$ cat src/rtl/cube_pkg.sv
// Shared constants and types for the cube face selection datapath.
// Assumes one 200 MHz clock and fixed-point direction components.
package cube_pkg;

  // Datapath widths
  localparam int COORD_W = 16;
  localparam int FRAC_W = 12;
  localparam int SIZE_W = 12;
  localparam int TC_W = SIZE_W + 2;
  localparam int CH_W = 8;
  localparam int CH_N = 4;
  localparam int TEX_N = 4;

  // Value of one in the quotient's fixed-point form, and one half
  localparam logic [FRAC_W+1:0] FX_ONE = 14'h1000;
  localparam logic [FRAC_W:0] FX_HALF = 13'h0800;

  // Divide by three as multiply and shift, exact for sums below 2048
  localparam logic [11:0] AVG_MUL = 12'h2ab;
  localparam int AVG_SHIFT = 11;

  // Reset values
  localparam logic RST_READY = 1'b1;
  localparam logic RST_VALID = 1'b0;

  // Face codes 0 to 5
  typedef enum logic [2:0] {
    face_pos_x = 3'h0,
    face_neg_x = 3'h1,
    face_pos_y = 3'h2,
    face_neg_y = 3'h3,
    face_pos_z = 3'h4,
    face_neg_z = 3'h5
  } face_t;

  // Texel address clamping flavours
  typedef enum logic {
    edge_clamp_wrap = 1'b0,
    border_clamp_wrap = 1'b1
  } wrap_t;

  // Main sequence, Gray coded from st_idle to st_out; st_out back to st_idle flips two bits
  typedef enum logic [2:0] {
    st_idle = 3'h0,
    st_div = 3'h1,
    st_map = 3'h3,
    st_addr = 3'h2,
    st_out = 3'h6
  } state_t;

endpackage : cube_pkg

$ cat src/rtl/cube_face_select.sv
// Cube face selection, face-local s and t, and seamless texel addressing.
// Assumes a texture coordinate source upstream and a texel fetch downstream,
// both on ref_clk with valid/ready handshakes.
`timescale 1ns/1ps
// Contract
// RULE_01: Treat inputs as a direction; pick face of largest magnitude axis, keep sign.
// RULE_02: Ties broken deterministically from the three components alone.
// RULE_03: +x: sc=-rz, tc=-ry, ma=rx; -x: sc=rz, tc=-ry, ma=rx.
// RULE_04: +y: sc=rx, tc=rz, ma=ry; -y: sc=rx, tc=-rz, ma=ry.
// RULE_05: +z: sc=rx, tc=-ry, ma=rz; -z: sc=-rx, tc=-ry, ma=rz.
// RULE_06: s = (sc/|ma| + 1)/2 and t = (tc/|ma| + 1)/2.
// RULE_07: Cube sampling ignores programmed wrap modes; fixed seamless addressing only.
// RULE_08: Nearest filtering within a level clamps texel coordinates to the edge.
// RULE_09: Linear filtering within a level always uses border clamping.
// RULE_10: Border in exactly one of u or v fetches from the neighbour face.
// RULE_11: Corner texel is synthesised as the average of three available texels.
// RULE_12: Corner texel equals the common value when the three texels agree.
// RULE_13: Border clamp limits texel coordinates to -1 through face size.
// RULE_14: Edge clamp limits texel coordinates to 0 through face size minus one.
// RULE_15: Face code: +x, -x, +y, -y, +z, -z as 0 to 5.
// RULE_16: Valid/ready in and out; one result per input, in order.
module cube_face_select (
  input wire logic ref_clk,
  input wire logic rst,
  input wire logic in_valid,
  output logic in_ready,
  input wire logic signed [cube_pkg::COORD_W-1:0] dir_x,
  input wire logic signed [cube_pkg::COORD_W-1:0] dir_y,
  input wire logic signed [cube_pkg::COORD_W-1:0] dir_z,
  input wire logic linear,
  input wire logic [cube_pkg::SIZE_W-1:0] face_size,
  output logic out_valid,
  input wire logic out_ready,
  output cube_pkg::face_t face,
  output logic [cube_pkg::FRAC_W:0] s_coord,
  output logic [cube_pkg::FRAC_W:0] t_coord,
  output logic linear_out,
  output logic [cube_pkg::TEX_N-1:0][2:0] tex_face,
  output logic [cube_pkg::TEX_N-1:0][cube_pkg::SIZE_W-1:0] tex_i,
  output logic [cube_pkg::TEX_N-1:0][cube_pkg::SIZE_W-1:0] tex_j,
  output logic [cube_pkg::TEX_N-1:0] tex_corner,
  output logic [cube_pkg::FRAC_W-1:0] frac_u,
  output logic [cube_pkg::FRAC_W-1:0] frac_v,
  input wire logic avg_valid,
  output logic avg_ready,
  input wire logic [cube_pkg::CH_N*cube_pkg::CH_W-1:0] texel_a,
  input wire logic [cube_pkg::CH_N*cube_pkg::CH_W-1:0] texel_b,
  input wire logic [cube_pkg::CH_N*cube_pkg::CH_W-1:0] texel_c,
  output logic avg_out_valid,
  input wire logic avg_out_ready,
  output logic [cube_pkg::CH_N*cube_pkg::CH_W-1:0] avg_texel
);
  import cube_pkg::*;

  localparam int AW = COORD_W + 1;
  localparam int UW = FRAC_W + SIZE_W + 3;

  state_t state_q;
  logic in_ready_q, out_valid_q, start_q, linear_q;
  face_t face_d, face_q;
  logic [AW-1:0] ax, ay, az, sc_abs_d, tc_abs_d, ma_abs_d;
  logic [AW-1:0] sc_abs_q, tc_abs_q, ma_abs_q;
  logic sc_neg_d, tc_neg_d, sc_neg_q, tc_neg_q;
  logic [SIZE_W-1:0] size_q;
  logic div_done, div_done_t;
  logic [FRAC_W:0] qs, qt, s_q, t_q;
  logic [FRAC_W+1:0] su2, tv2;
  logic [FRAC_W+SIZE_W+1:0] su_p, tv_p;
  logic signed [UW-1:0] u_fx, v_fx;
  logic signed [TC_W-1:0] i0_q, j0_q;
  logic [FRAC_W-1:0] fu_q, fv_q;
  logic signed [TC_W-1:0] ti [TEX_N];
  logic signed [TC_W-1:0] tj [TEX_N];
  face_t af [TEX_N];
  logic [SIZE_W-1:0] ai [TEX_N];
  logic [SIZE_W-1:0] aj [TEX_N];
  logic [TEX_N-1:0] ac;
  logic [TEX_N-1:0][2:0] tex_face_q;
  logic [TEX_N-1:0][SIZE_W-1:0] tex_i_q, tex_j_q;
  logic [TEX_N-1:0] tex_corner_q;
  logic avg_ready_q, avg_valid_q;
  logic [CH_N*CH_W-1:0] avg_q;

  // Magnitudes, one bit wider so the most negative input is exact
  assign ax = dir_x[COORD_W-1] ? AW'(-AW'(dir_x)) : AW'(dir_x);
  assign ay = dir_y[COORD_W-1] ? AW'(-AW'(dir_y)) : AW'(dir_y);
  assign az = dir_z[COORD_W-1] ? AW'(-AW'(dir_z)) : AW'(dir_z);

  // Major axis and projection; ties favour x, then y
  always_comb begin
    if (ax >= ay && ax >= az) begin // see RULE_01 see RULE_02
      face_d = dir_x[COORD_W-1] ? face_neg_x : face_pos_x; // see RULE_15
      ma_abs_d = ax;
      sc_abs_d = az;
      sc_neg_d = dir_x[COORD_W-1] ? dir_z[COORD_W-1] : !dir_z[COORD_W-1]; // see RULE_03
      tc_abs_d = ay;
      tc_neg_d = !dir_y[COORD_W-1];
    end else if (ay >= az) begin
      face_d = dir_y[COORD_W-1] ? face_neg_y : face_pos_y;
      ma_abs_d = ay;
      sc_abs_d = ax;
      sc_neg_d = dir_x[COORD_W-1]; // see RULE_04
      tc_abs_d = az;
      tc_neg_d = dir_y[COORD_W-1] ? !dir_z[COORD_W-1] : dir_z[COORD_W-1];
    end else begin
      face_d = dir_z[COORD_W-1] ? face_neg_z : face_pos_z;
      ma_abs_d = az;
      sc_abs_d = ax;
      sc_neg_d = dir_z[COORD_W-1] ? !dir_x[COORD_W-1] : dir_x[COORD_W-1]; // see RULE_05
      tc_abs_d = ay;
      tc_neg_d = !dir_y[COORD_W-1];
    end
    // Zero magnitudes carry no sign
    if (sc_abs_d == '0) sc_neg_d = 1'b0;
    if (tc_abs_d == '0) tc_neg_d = 1'b0;
  end

  // |sc|/|ma| and |tc|/|ma| side by side, same latency
  cube_frac_div #(.W(AW), .F(FRAC_W)) u_div_s (
    .ref_clk(ref_clk),
    .rst(rst),
    .start(start_q),
    .num(sc_abs_q),
    .den(ma_abs_q),
    .done(div_done),
    .quot(qs)
  );

  cube_frac_div #(.W(AW), .F(FRAC_W)) u_div_t (
    .ref_clk(ref_clk),
    .rst(rst),
    .start(start_q),
    .num(tc_abs_q),
    .den(ma_abs_q),
    .done(div_done_t),
    .quot(qt)
  );

  // Twice s and t, then scaled to texel units; linear centres on texels
  always_comb begin
    su2 = sc_neg_q ? FX_ONE - {1'b0, qs} : FX_ONE + {1'b0, qs}; // see RULE_06
    tv2 = tc_neg_q ? FX_ONE - {1'b0, qt} : FX_ONE + {1'b0, qt};
    // Full-width products; inside a concatenation they would keep only 14 bits
    su_p = su2 * size_q;
    tv_p = tv2 * size_q;
    u_fx = UW'(signed'({1'b0, su_p})) >>> 1;
    v_fx = UW'(signed'({1'b0, tv_p})) >>> 1;
    if (linear_q) begin
      u_fx = u_fx - UW'(FX_HALF);
      v_fx = v_fx - UW'(FX_HALF);
    end
  end

  // Sequence: accept, divide, map, address, present
  always_ff @(posedge ref_clk) begin
    if (rst) begin
      state_q <= st_idle;
      in_ready_q <= RST_READY;
      out_valid_q <= RST_VALID;
      start_q <= 1'b0;
    end else begin
      start_q <= 1'b0;
      case (state_q)
        st_idle: begin
          if (in_valid && in_ready_q) begin // see RULE_16
            in_ready_q <= 1'b0;
            start_q <= 1'b1;
            state_q <= st_div;
          end
        end
        st_div: begin
          if (div_done && div_done_t) state_q <= st_map;
        end
        st_map: state_q <= st_addr;
        st_addr: begin
          out_valid_q <= 1'b1;
          state_q <= st_out;
        end
        st_out: begin
          if (out_ready) begin // see RULE_16
            out_valid_q <= 1'b0;
            in_ready_q <= 1'b1;
            state_q <= st_idle;
          end
        end
        default: state_q <= st_idle;
      endcase
    end
  end

  // Captured request
  always_ff @(posedge ref_clk) begin
    if (rst) begin
      face_q <= face_pos_x;
      sc_abs_q <= '0;
      tc_abs_q <= '0;
      ma_abs_q <= '0;
      sc_neg_q <= 1'b0;
      tc_neg_q <= 1'b0;
      linear_q <= 1'b0;
      size_q <= '0;
    end else if (state_q == st_idle && in_valid && in_ready_q) begin
      face_q <= face_d;
      sc_abs_q <= sc_abs_d;
      tc_abs_q <= tc_abs_d;
      ma_abs_q <= ma_abs_d;
      sc_neg_q <= sc_neg_d;
      tc_neg_q <= tc_neg_d;
      linear_q <= linear;
      size_q <= face_size;
    end
  end

  // Face-local coordinates and base texel
  always_ff @(posedge ref_clk) begin
    if (rst) begin
      s_q <= '0;
      t_q <= '0;
      i0_q <= '0;
      j0_q <= '0;
      fu_q <= '0;
      fv_q <= '0;
    end else if (state_q == st_div && div_done) begin
      s_q <= su2[FRAC_W+1:1];
      t_q <= tv2[FRAC_W+1:1];
    end else if (state_q == st_map) begin
      i0_q <= TC_W'(u_fx >>> FRAC_W);
      j0_q <= TC_W'(v_fx >>> FRAC_W);
      fu_q <= u_fx[FRAC_W-1:0];
      fv_q <= v_fx[FRAC_W-1:0];
    end
  end

  // Four-texel footprint; nearest uses texel 0 only; wrap inputs do not exist
  for (genvar k = 0; k < TEX_N; k++) begin : g_tex
    assign ti[k] = i0_q + TC_W'(k % 2);
    assign tj[k] = j0_q + TC_W'(k / 2);
    cube_texel_addr #(.SW(SIZE_W)) u_addr ( // see RULE_10 see RULE_13 see RULE_14
      .face_in(face_q),
      .tex_i(ti[k]),
      .tex_j(tj[k]),
      .size(size_q),
      .wrap(linear_q ? border_clamp_wrap : edge_clamp_wrap), // see RULE_07 see RULE_08 see RULE_09
      .face_out(af[k]),
      .adr_i(ai[k]),
      .adr_j(aj[k]),
      .corner(ac[k])
    );
  end

  // Register the texel addresses for the fetch unit
  always_ff @(posedge ref_clk) begin
    if (rst) begin
      tex_face_q <= '0;
      tex_i_q <= '0;
      tex_j_q <= '0;
      tex_corner_q <= '0;
    end else if (state_q == st_addr) begin
      for (int k = 0; k < TEX_N; k++) begin
        tex_face_q[k] <= af[k];
        tex_i_q[k] <= ai[k];
        tex_j_q[k] <= aj[k];
        tex_corner_q[k] <= ac[k];
      end
    end
  end

  // Corner texel: per-channel average of the three fetched texels
  always_ff @(posedge ref_clk) begin
    if (rst) begin
      avg_ready_q <= RST_READY;
      avg_valid_q <= RST_VALID;
      avg_q <= '0;
    end else if (avg_valid && avg_ready_q) begin
      avg_ready_q <= 1'b0;
      avg_valid_q <= 1'b1;
      for (int c = 0; c < CH_N; c++) begin
        avg_q[c*CH_W +: CH_W] <= CH_W'(((22'(texel_a[c*CH_W +: CH_W]) // see RULE_11
          + 22'(texel_b[c*CH_W +: CH_W]) + 22'(texel_c[c*CH_W +: CH_W]))
          * 22'(AVG_MUL)) >> AVG_SHIFT); // see RULE_12
      end
    end else if (avg_valid_q && avg_out_ready) begin
      avg_valid_q <= 1'b0;
      avg_ready_q <= 1'b1;
    end
  end

  assign in_ready = in_ready_q;
  assign out_valid = out_valid_q;
  assign face = face_q;
  assign s_coord = s_q;
  assign t_coord = t_q;
  assign linear_out = linear_q;
  assign tex_face = tex_face_q;
  assign tex_i = tex_i_q;
  assign tex_j = tex_j_q;
  assign tex_corner = tex_corner_q;
  assign frac_u = fu_q;
  assign frac_v = fv_q;
  assign avg_ready = avg_ready_q;
  assign avg_out_valid = avg_valid_q;
  assign avg_texel = avg_q;
endmodule : cube_face_select

$ cat src/rtl/cube_frac_div.sv
// Sequential fraction divider: q = floor(num * 2^F / den), num <= den.
// Assumes start is a one-cycle pulse given only while idle.
`timescale 1ns/1ps
module cube_frac_div #(
  parameter int W = 17,
  parameter int F = 12
) (
  input wire logic ref_clk,
  input wire logic rst,
  input wire logic start,
  input wire logic [W-1:0] num,
  input wire logic [W-1:0] den,
  output logic done,
  output logic [F:0] quot
);
  logic [W:0] rem_q;
  logic [F:0] quot_q;
  logic [$clog2(F+2)-1:0] cnt_q;
  logic busy_q;
  logic done_q;
  logic ge;

  assign ge = rem_q >= {1'b0, den};
  assign done = done_q;
  assign quot = quot_q;

  // One quotient bit per cycle, integer bit first
  always_ff @(posedge ref_clk) begin
    if (rst) begin
      busy_q <= 1'b0;
      done_q <= 1'b0;
      cnt_q <= '0;
      rem_q <= '0;
      quot_q <= '0;
    end else begin
      done_q <= 1'b0;
      if (start) begin
        busy_q <= 1'b1;
        cnt_q <= '0;
        rem_q <= {1'b0, num};
        quot_q <= '0;
      end else if (busy_q) begin
        quot_q <= {quot_q[F-1:0], ge};
        rem_q <= ge ? ((rem_q - {1'b0, den}) << 1) : (rem_q << 1);
        cnt_q <= cnt_q + 1'b1;
        if (cnt_q == ($clog2(F+2))'(F)) begin
          busy_q <= 1'b0;
          done_q <= 1'b1;
        end
      end
    end
  end
endmodule : cube_frac_div

$ cat src/rtl/cube_texel_addr.sv
// Clamps one texel address and moves non-corner border texels onto the neighbour face.
// Purely combinational; the caller registers the results.
`timescale 1ns/1ps
module cube_texel_addr
  import cube_pkg::*;
#(
  parameter int SW = SIZE_W
) (
  input wire face_t face_in,
  input wire logic signed [SW+1:0] tex_i,
  input wire logic signed [SW+1:0] tex_j,
  input wire logic [SW-1:0] size,
  input wire wrap_t wrap,
  output face_t face_out,
  output logic [SW-1:0] adr_i,
  output logic [SW-1:0] adr_j,
  output logic corner
);
  localparam int HW = SW + 3;
  logic signed [HW-1:0] n, lo, hi, ic, jc, a, b, vx, vy, vz, sc, m1;
  logic out_i, out_j;
  logic [1:0] major;

  always_comb begin
    n = HW'(signed'({1'b0, size}));
    m1 = n - HW'(1);
    // Border range -1..N for linear, edge range 0..N-1 for nearest
    lo = (wrap == border_clamp_wrap) ? -HW'(1) : HW'(0); // see RULE_13 see RULE_14
    hi = (wrap == border_clamp_wrap) ? n : m1;
    ic = HW'(tex_i);
    jc = HW'(tex_j);
    if (ic < lo) ic = lo;
    if (ic > hi) ic = hi;
    if (jc < lo) jc = lo;
    if (jc > hi) jc = hi;
    out_i = (ic < 0) || (ic > m1);
    out_j = (jc < 0) || (jc > m1);
    // Half-texel units centred on the face
    a = (ic <<< 1) + HW'(1) - n;
    b = (jc <<< 1) + HW'(1) - n;
    // Back to a cube-space point, inverse of the face projection
    case (face_in)
      face_pos_x: begin vx = n; vy = -b; vz = -a; end
      face_neg_x: begin vx = -n; vy = -b; vz = a; end
      face_pos_y: begin vx = a; vy = n; vz = b; end
      face_neg_y: begin vx = a; vy = -n; vz = -b; end
      face_pos_z: begin vx = a; vy = -b; vz = n; end
      default: begin vx = -a; vy = -b; vz = -n; end
    endcase
    // Old major axis steps in to the edge texel; the crossed axis sits on the edge
    case (face_in[2:1])
      2'h0: vx = vx[HW-1] ? -m1 : m1;
      2'h1: vy = vy[HW-1] ? -m1 : m1;
      default: vz = vz[HW-1] ? -m1 : m1;
    endcase
    if (vx > n) vx = n;
    if (vx < -n) vx = -n;
    if (vy > n) vy = n;
    if (vy < -n) vy = -n;
    if (vz > n) vz = n;
    if (vz < -n) vz = -n;
    major = (vx == n || vx == -n) ? 2'h0 : ((vy == n || vy == -n) ? 2'h1 : 2'h2);
    face_out = face_in;
    adr_i = ic[SW-1:0];
    adr_j = jc[SW-1:0];
    corner = 1'b0;
    sc = a;
    if (wrap == border_clamp_wrap && out_i && out_j) begin
      // Cube corner: no texel here, fetch pinned to the edge, caller averages
      corner = 1'b1; // see RULE_11
      adr_i = (ic < 0) ? '0 : m1[SW-1:0];
      adr_j = (jc < 0) ? '0 : m1[SW-1:0];
    end else if (wrap == border_clamp_wrap && (out_i || out_j)) begin
      // Exactly one axis in the border: read the neighbour face
      case (major) // see RULE_10
        2'h0: begin
          face_out = vx[HW-1] ? face_neg_x : face_pos_x;
          sc = vx[HW-1] ? vz : -vz;
          b = -vy;
        end
        2'h1: begin
          face_out = vy[HW-1] ? face_neg_y : face_pos_y;
          sc = vx;
          b = vy[HW-1] ? -vz : vz;
        end
        default: begin
          face_out = vz[HW-1] ? face_neg_z : face_pos_z;
          sc = vz[HW-1] ? -vx : vx;
          b = -vy;
        end
      endcase
      adr_i = SW'((sc + m1) >>> 1);
      adr_j = SW'((b + m1) >>> 1);
    end
  end
endmodule : cube_texel_addr

$ cat config.mk
export PLATFORM = sky130hd
export DESIGN_NAME = cube_face_select
export DESIGN_NICKNAME = d
export VERILOG_FILES = /design/src/rtl/cube_pkg.sv /design/src/rtl/cube_face_select.sv /design/src/rtl/cube_frac_div.sv /design/src/rtl/cube_texel_addr.sv
export SDC_FILE = /design/constraint.sdc
export NUM_CORES = 2
export LEC_CHECK = 0
export ABC_AREA = 1
export ABC_CLOCK_PERIOD_IN_PS = 18800
export BUFFER_PORTS_ARGS = -buffer_cell sky130_fd_sc_hd__clkbuf_2
export CAP_MARGIN = 20
export CORE_AREA = 2 2 395 397
export CTS_CLUSTER_SIZE = 12
export DETAILED_ROUTE_END_ITERATION = 6
export DIE_AREA = 0 0 397 399
export GPL_TIMING_DRIVEN = 0
export HOLD_SLACK_MARGIN = 0.15
export PLACE_DENSITY_LB_ADDON = 0.3
export RECOVER_POWER = 50
export SLEW_MARGIN = 10
export SYNTH_ARGS = -nofsm -noshare
export SYNTH_HDL_FRONTEND = slang
export SYNTH_HIERARCHICAL = 1
export SYNTH_SLANG_ARGS = --single-unit
$ cat constraint.sdc
create_clock -name ref_clk -period 18.8 [get_ports ref_clk]
set_input_delay 0.94 -clock ref_clk [delete_from_list [all_inputs] [get_ports ref_clk]]
set_output_delay 0.94 -clock ref_clk [all_outputs]
set_load 0.05 [all_outputs]
; Word-level counts from Yosys, hierarchy flattened
; Index checks and enable logic that the tools add are counted.
[op_classes]
add_sub_neg = 54
n_mul = 6
n_lt_le_gt_ge = 37
n_eq_ne = 26
muxes = 191
n_bitwise = 4
reduce_logical = 57
[op_table]
columns = op, n
row1 = $mux W15, 42
row2 = $mux W13, 32
row3 = $pmux W15 S5, 4
row4 = $mux W12, 20
row5 = $mux W17, 12
row6 = $gt A15 B13 Y1, 12
row7 = $lt A15 B15 Y1, 8
row8 = $add A13 B13 Y13, 8
row9 = $neg A13 Y13, 8
row10 = $pmux W13 S2, 4
row11 = $pmux W15 S3, 2
row12 = $mul A10 B10 Y19 const B, 4
row13 = $add A15 B2 Y15 const B, 4
row14 = $eq A15 B13 Y1, 4
row15 = $eq A15 B15 Y1, 4
row16 = $gt A15 B15 Y1, 4
row17 = $lt A14 B15 Y1, 4
row18 = $lt A15 B1 Y1 const B, 4
row19 = $neg A15 Y15, 4
row20 = $pmux W15 S2, 2
row21 = $sub A15 B13 Y15, 4
row22 = $mul A14 B12 Y26, 2
row23 = $mux W26, 2
row24 = $sub A25 B12 Y26 const B, 2
row25 = 39 further kinds, 179
[totals]
ff_bits = 373
in_bits = 163
output_inout_bits = 202
word_cells = 421

; Logic depth before layout (Yosys ltp)
[logic_depth]
ltp_word = 27
mapped_depth = 119
ltp_nobuf = 114

; Cells and area by module
; The synthesis kept the hierarchy.
[by_module_without_submodules]
columns = module, instances, cells_each, area_per_inst_um2, seq_area_each_um2
row1 = cube_face_select, 1, 4655, 34794.6, 5985.7
row2 = cube_texel_addr at g_tex[0].u_addr ..., 2, 2257, 12787.3, 0.0
row3 = cube_texel_addr at g_tex[3].u_addr, 1, 2291, 13003.7, 0.0
row4 = cube_texel_addr at g_tex[2].u_addr, 1, 2254, 12777.3, 0.0
row5 = cube_frac_div, 2, 450, 2821.5, 740.7

; Least setup slack after synthesis
; Ideal clock, no wire load.
[synth_path]
path_kind = register to register
startpoint = reg linear_q (netlist: linear_out)
endpoint = reg tex_i_q (netlist bit tex_i[47])
setup_ns = 0.116
arrival_time_ns = 13.952
required_ns = 18.684
path_slack_ns = 4.731
path_stages_with_launch = 105
n_path_buf = 8
synth_period_minus_slack_ns = 14.069
cell_sequence = dfxtp_1 -> buf_4 -> inv_1 -> clkbuf_1 -> clkbuf_1 -> ha_1 -> nand2_1 -> nand2_1 -> nor2_1 -> nand2_1 -> nor2_1 -> nand2_1 -> nand2_1 -> nand3_2 -> clkbuf_1 -> nand2_1 -> inv_1 -> ha_1 -> [69 not listed] -> o21ai_0 -> a21oi_1 -> o21bai_1 -> a21oi_1 -> o21ai_0 -> nand2_1 -> inv_1 -> nor2_1 -> nor2_1 -> nor2_1 -> xor2_1 -> inv_1 -> nand2_1 -> nand3_1 -> nand2_1 -> nand2_1 -> nor2_1 -> nor2_1
[synth_rtl]
columns = item, line_no
row1 = "start, declared", cube_face_select.sv:59  ; logic in_ready_q, out_valid_q, start_q, linear_q;
row2 = "start signal, assigned", cube_face_select.sv:209  ; linear_q <= linear;
row3 = "end signal, assigned by index", cube_face_select.sv:261  ; tex_i_q[k] <= ai[k];
row4 = "end, declared", cube_face_select.sv:79  ; logic [TEX_N-1:0][SIZE_W-1:0] tex_i_q, tex_j_q;

==> flow_metrics.env <==
export IMPL_grt_busiest_layer="met2"
export IMPL_violations="design-rule violations, max-capacitance violations, max-slew violations"
export IMPL_post_route_period_util_pct=95.3
export IMPL_synth_edff_count=0
export IMPL_period_needed_ns=17.93
export IMPL_drive_gt1_share_pct=6.79
export IMPL_antenna_found_initial=12
export IMPL_clk_pin_slew_ns=0.07
export IMPL_cts_sinks=373
export IMPL_cap_viol_max_count=2
export IMPL_critPathMaxStageDelay_ns=0.92
export IMPL_syn_to_final_growth_pct=6.97
export IMPL_r2r_start="size_q[1]"
export IMPL_synth_cell_type_count=93
export IMPL_routed_wl_um=376000
export IMPL_ctsHtreeMaxLevel=2
export IMPL_clk_latency_ns=0.70
export IMPL_syn_cell_area_mm2=0.0918
export IMPL_hold_class="flip-flop to flip-flop"
export IMPL_critical_path_class="flip-flop to flip-flop"
export IMPL_max_freq_mhz=55.8
export IMPL_finalHoldViolCount=0
export IMPL_nets=17000
export IMPL_met2_usage_pct=71.1
export IMPL_start_util_pct=59.7
export IMPL_cp_common_cell="nand2_1"
export IMPL_dp_hpwl_um=305000
export IMPL_gp_congestion=1.07
export IMPL_dieArea_mm2=0.158
export IMPL_fillers=15300
export IMPL_drc=26
export IMPL_critPathBufInv=17
export IMPL_first_iter_violations=12300
export IMPL_slowest_stage="o21ai_0"
export IMPL_regArea_mm2=0.00750
export IMPL_end_kind="flip-flop"
export IMPL_dieWidth_um=397
export IMPL_coreArea_mm2=0.154
export IMPL_cp_data_required_time_ns=19.35
export IMPL_outcome="finished with violations"
export IMPL_syn_instance_count=14600
export IMPL_grtUsageMet1_pct=56.8
export IMPL_cp_startpoint="size_q[1]"
export IMPL_slew_viol_final=22
export IMPL_utilization_pct=63.9
export IMPL_cts_tree="yes"
export IMPL_slew_headroom_pct=-7.19
export IMPL_yosys_warnings=6
export IMPL_ant_nets=0
export IMPL_crit_path_start_kind="flip-flop"
export IMPL_grt_remaining_overflow=0
export IMPL_first_pass_iters=7
export IMPL_holdWs_ns=0.475
export IMPL_viasPerCell=6.05
export IMPL_post_drt_wl_per_cell_um=21.9
export IMPL_crit_arrival_ns=18.48
export IMPL_cts_root_buffer="clkbuf_16"
export IMPL_grtUsageMet3_pct=11.1
export IMPL_grt_usage_pct=46.0
export IMPL_grt_setup_unrepaired="true"
export IMPL_worstHoldStart="u_div_t/cnt_q[3]"
export IMPL_ios=365
export IMPL_num_vias=104000
export IMPL_max_clock_path_buffers=3
export IMPL_worstPathMaxFanout=28
export IMPL_ys_async_sr_fraction_pct=0
export IMPL_cp_top_family="simple AND/OR/NAND/NOR gates"
export IMPL_worstMarginPinSlew_ns=1.61
export IMPL_ys_flop_type="dfxtp_1"
export IMPL_avgSynthCellArea_um2=6.28
export IMPL_io_buffers=362
export IMPL_multi_input_area_mm2=0.0736
export IMPL_grt_pass1_vias=96100
export IMPL_grt_max_degree=36
export IMPL_synth_seq_area_share_pct=8.13
export IMPL_synth_seq_cells=373
export IMPL_cts_buffers=49
export IMPL_grt_first_pass_wirelength_um=565000
export IMPL_final_setup_viol_count=0
export IMPL_rows=144
export IMPL_die_y_um=399
export IMPL_holdBufCountCts=0
export IMPL_worst_clock_skew_ns=0.0481
[through the flow]
stage / setup TNS, ns / setup slack (ns) / cell area (um^2) / instances
6_report: 0 / 0.875 / 98200 / 17200
5_1_grt: -0.196 / -0.172 / 98200 / 17100
4_1_cts: 0 / 1.14 / 98400 / 17100
3_5_place_dp: 0 / 1.23 / 96700 / 17100
3_3_place_gp: -0.652 / -0.211 / 96200 / 17000
2_1_floorplan: 0 / 4.73 / 91800 / 14600
[cell families (layout without fill, tap and decap cells)]
family	count (synthesis)	after routing	synth area share, %
xor+xnor	419	419	4.30
flops	373	373	8.13
buf+inv	2786	3270	11.7
compound gates	2938	2938	18.4
simple gates	6287	6287	29.7
fa+ha+maj	1804	1804	27.7
mux	5	5	0.0545
other cells	2	12	0.00818
[worst min-delay path, stage by stage (launching register included)]
cell,delay [ns]
dfxtp_1,0.31
inv_1,0.06
a21oi_1,0.06
[area by class of cell]
class	count	area share (%)
Tap cell	2044	2.60
Clock inverter	28	0.423
Inverter	2389	9.18
Clock buffer	60	1.34
Sequential cell	373	7.64
Multi-Input combinational cell	11500	75.0
Antenna cell	6	0.0153
Timing Repair Buffer	397	2.05
Buffer	396	1.79
[path summary, 6_finish.rpt]
| kind | slack (ns) | to | depth (start not counted) |
|---|---|---|---|
| worst min-delay path | 0.48 | u_div_t/cnt_q[3] | 2 |
| worst max-delay path | 0.87 | tex_j[11] | 98 |
| worst min register to register | 0.48 | u_div_t/cnt_q[3] | 2 |
| worst max register to register | 0.87 | tex_j[11] | 98 |
[routing by layer]
layer,part of all wire (%),vias up
li1,-,48900
met1,38,47000
met2,42,6297
met3,12,1537
met4,8.0,10
met5,0.015,-
[flip-flops by register name, indices dropped and copies added, names as in the netlist, 14 cells and up]
name / count
tex_i: 48
ma_abs_q: 17
avg_texel: 32
tc_abs_q: 17
tex_j: 48
sc_abs_q: 17
i0_q: 14
j0_q: 14
u_div_s/rem_q: 18
u_div_t/rem_q: 18
[timing repair]
action,4_1_cts,5_1_grt
gates resized for setup,0,28
setup buffers,0,0
setup endpoints to repair,0,11
[layout by cell type, fill, tap and decap left out, types with 123 or more instances in the layout]
| cell type | instances |
|---|---|
| o21ai_0 | 1185 |
| nand3_1 | 756 |
| clkbuf_2 | 175 |
| a21oi_1 | 883 |
| nand4_1 | 176 |
| nor2_1 | 1292 |
| nand2_2 | 123 |
| xor2_1 | 293 |
| o21ai_1 | 128 |
| inv_1 | 2218 |
| dfxtp_1 | 353 |
| ha_1 | 1426 |
| fa_1 | 378 |
| nand2_1 | 3462 |
| clkbuf_1 | 483 |
| o211ai_1 | 139 |
[synthesized netlist by cell type (all sizes together), types with 61 or more instances]
| library cell | number | area [um^2] |
|---|---|---|
| xor2 | 322 | 3040 |
| ha | 1426 | 17800 |
| buf | 121 | 739 |
| nor2 | 1385 | 5620 |
| nand4 | 188 | 1280 |
| dfxtp | 373 | 7470 |
| fa | 378 | 7570 |
| xnor2 | 97 | 910 |
| o211ai | 139 | 1040 |
| inv | 2331 | 8780 |
| o21ai | 1373 | 7100 |
| a21oi | 902 | 4590 |
| nand3 | 802 | 4290 |
| nand2 | 3615 | 14100 |
| o22ai | 61 | 382 |
| o21bai | 69 | 537 |
| clkbuf | 276 | 1040 |
| nor3 | 118 | 694 |
Power is left out: the tool's default activity adds up to more than one toggle a clock period on the data nets, which glitch-free logic cannot reach.
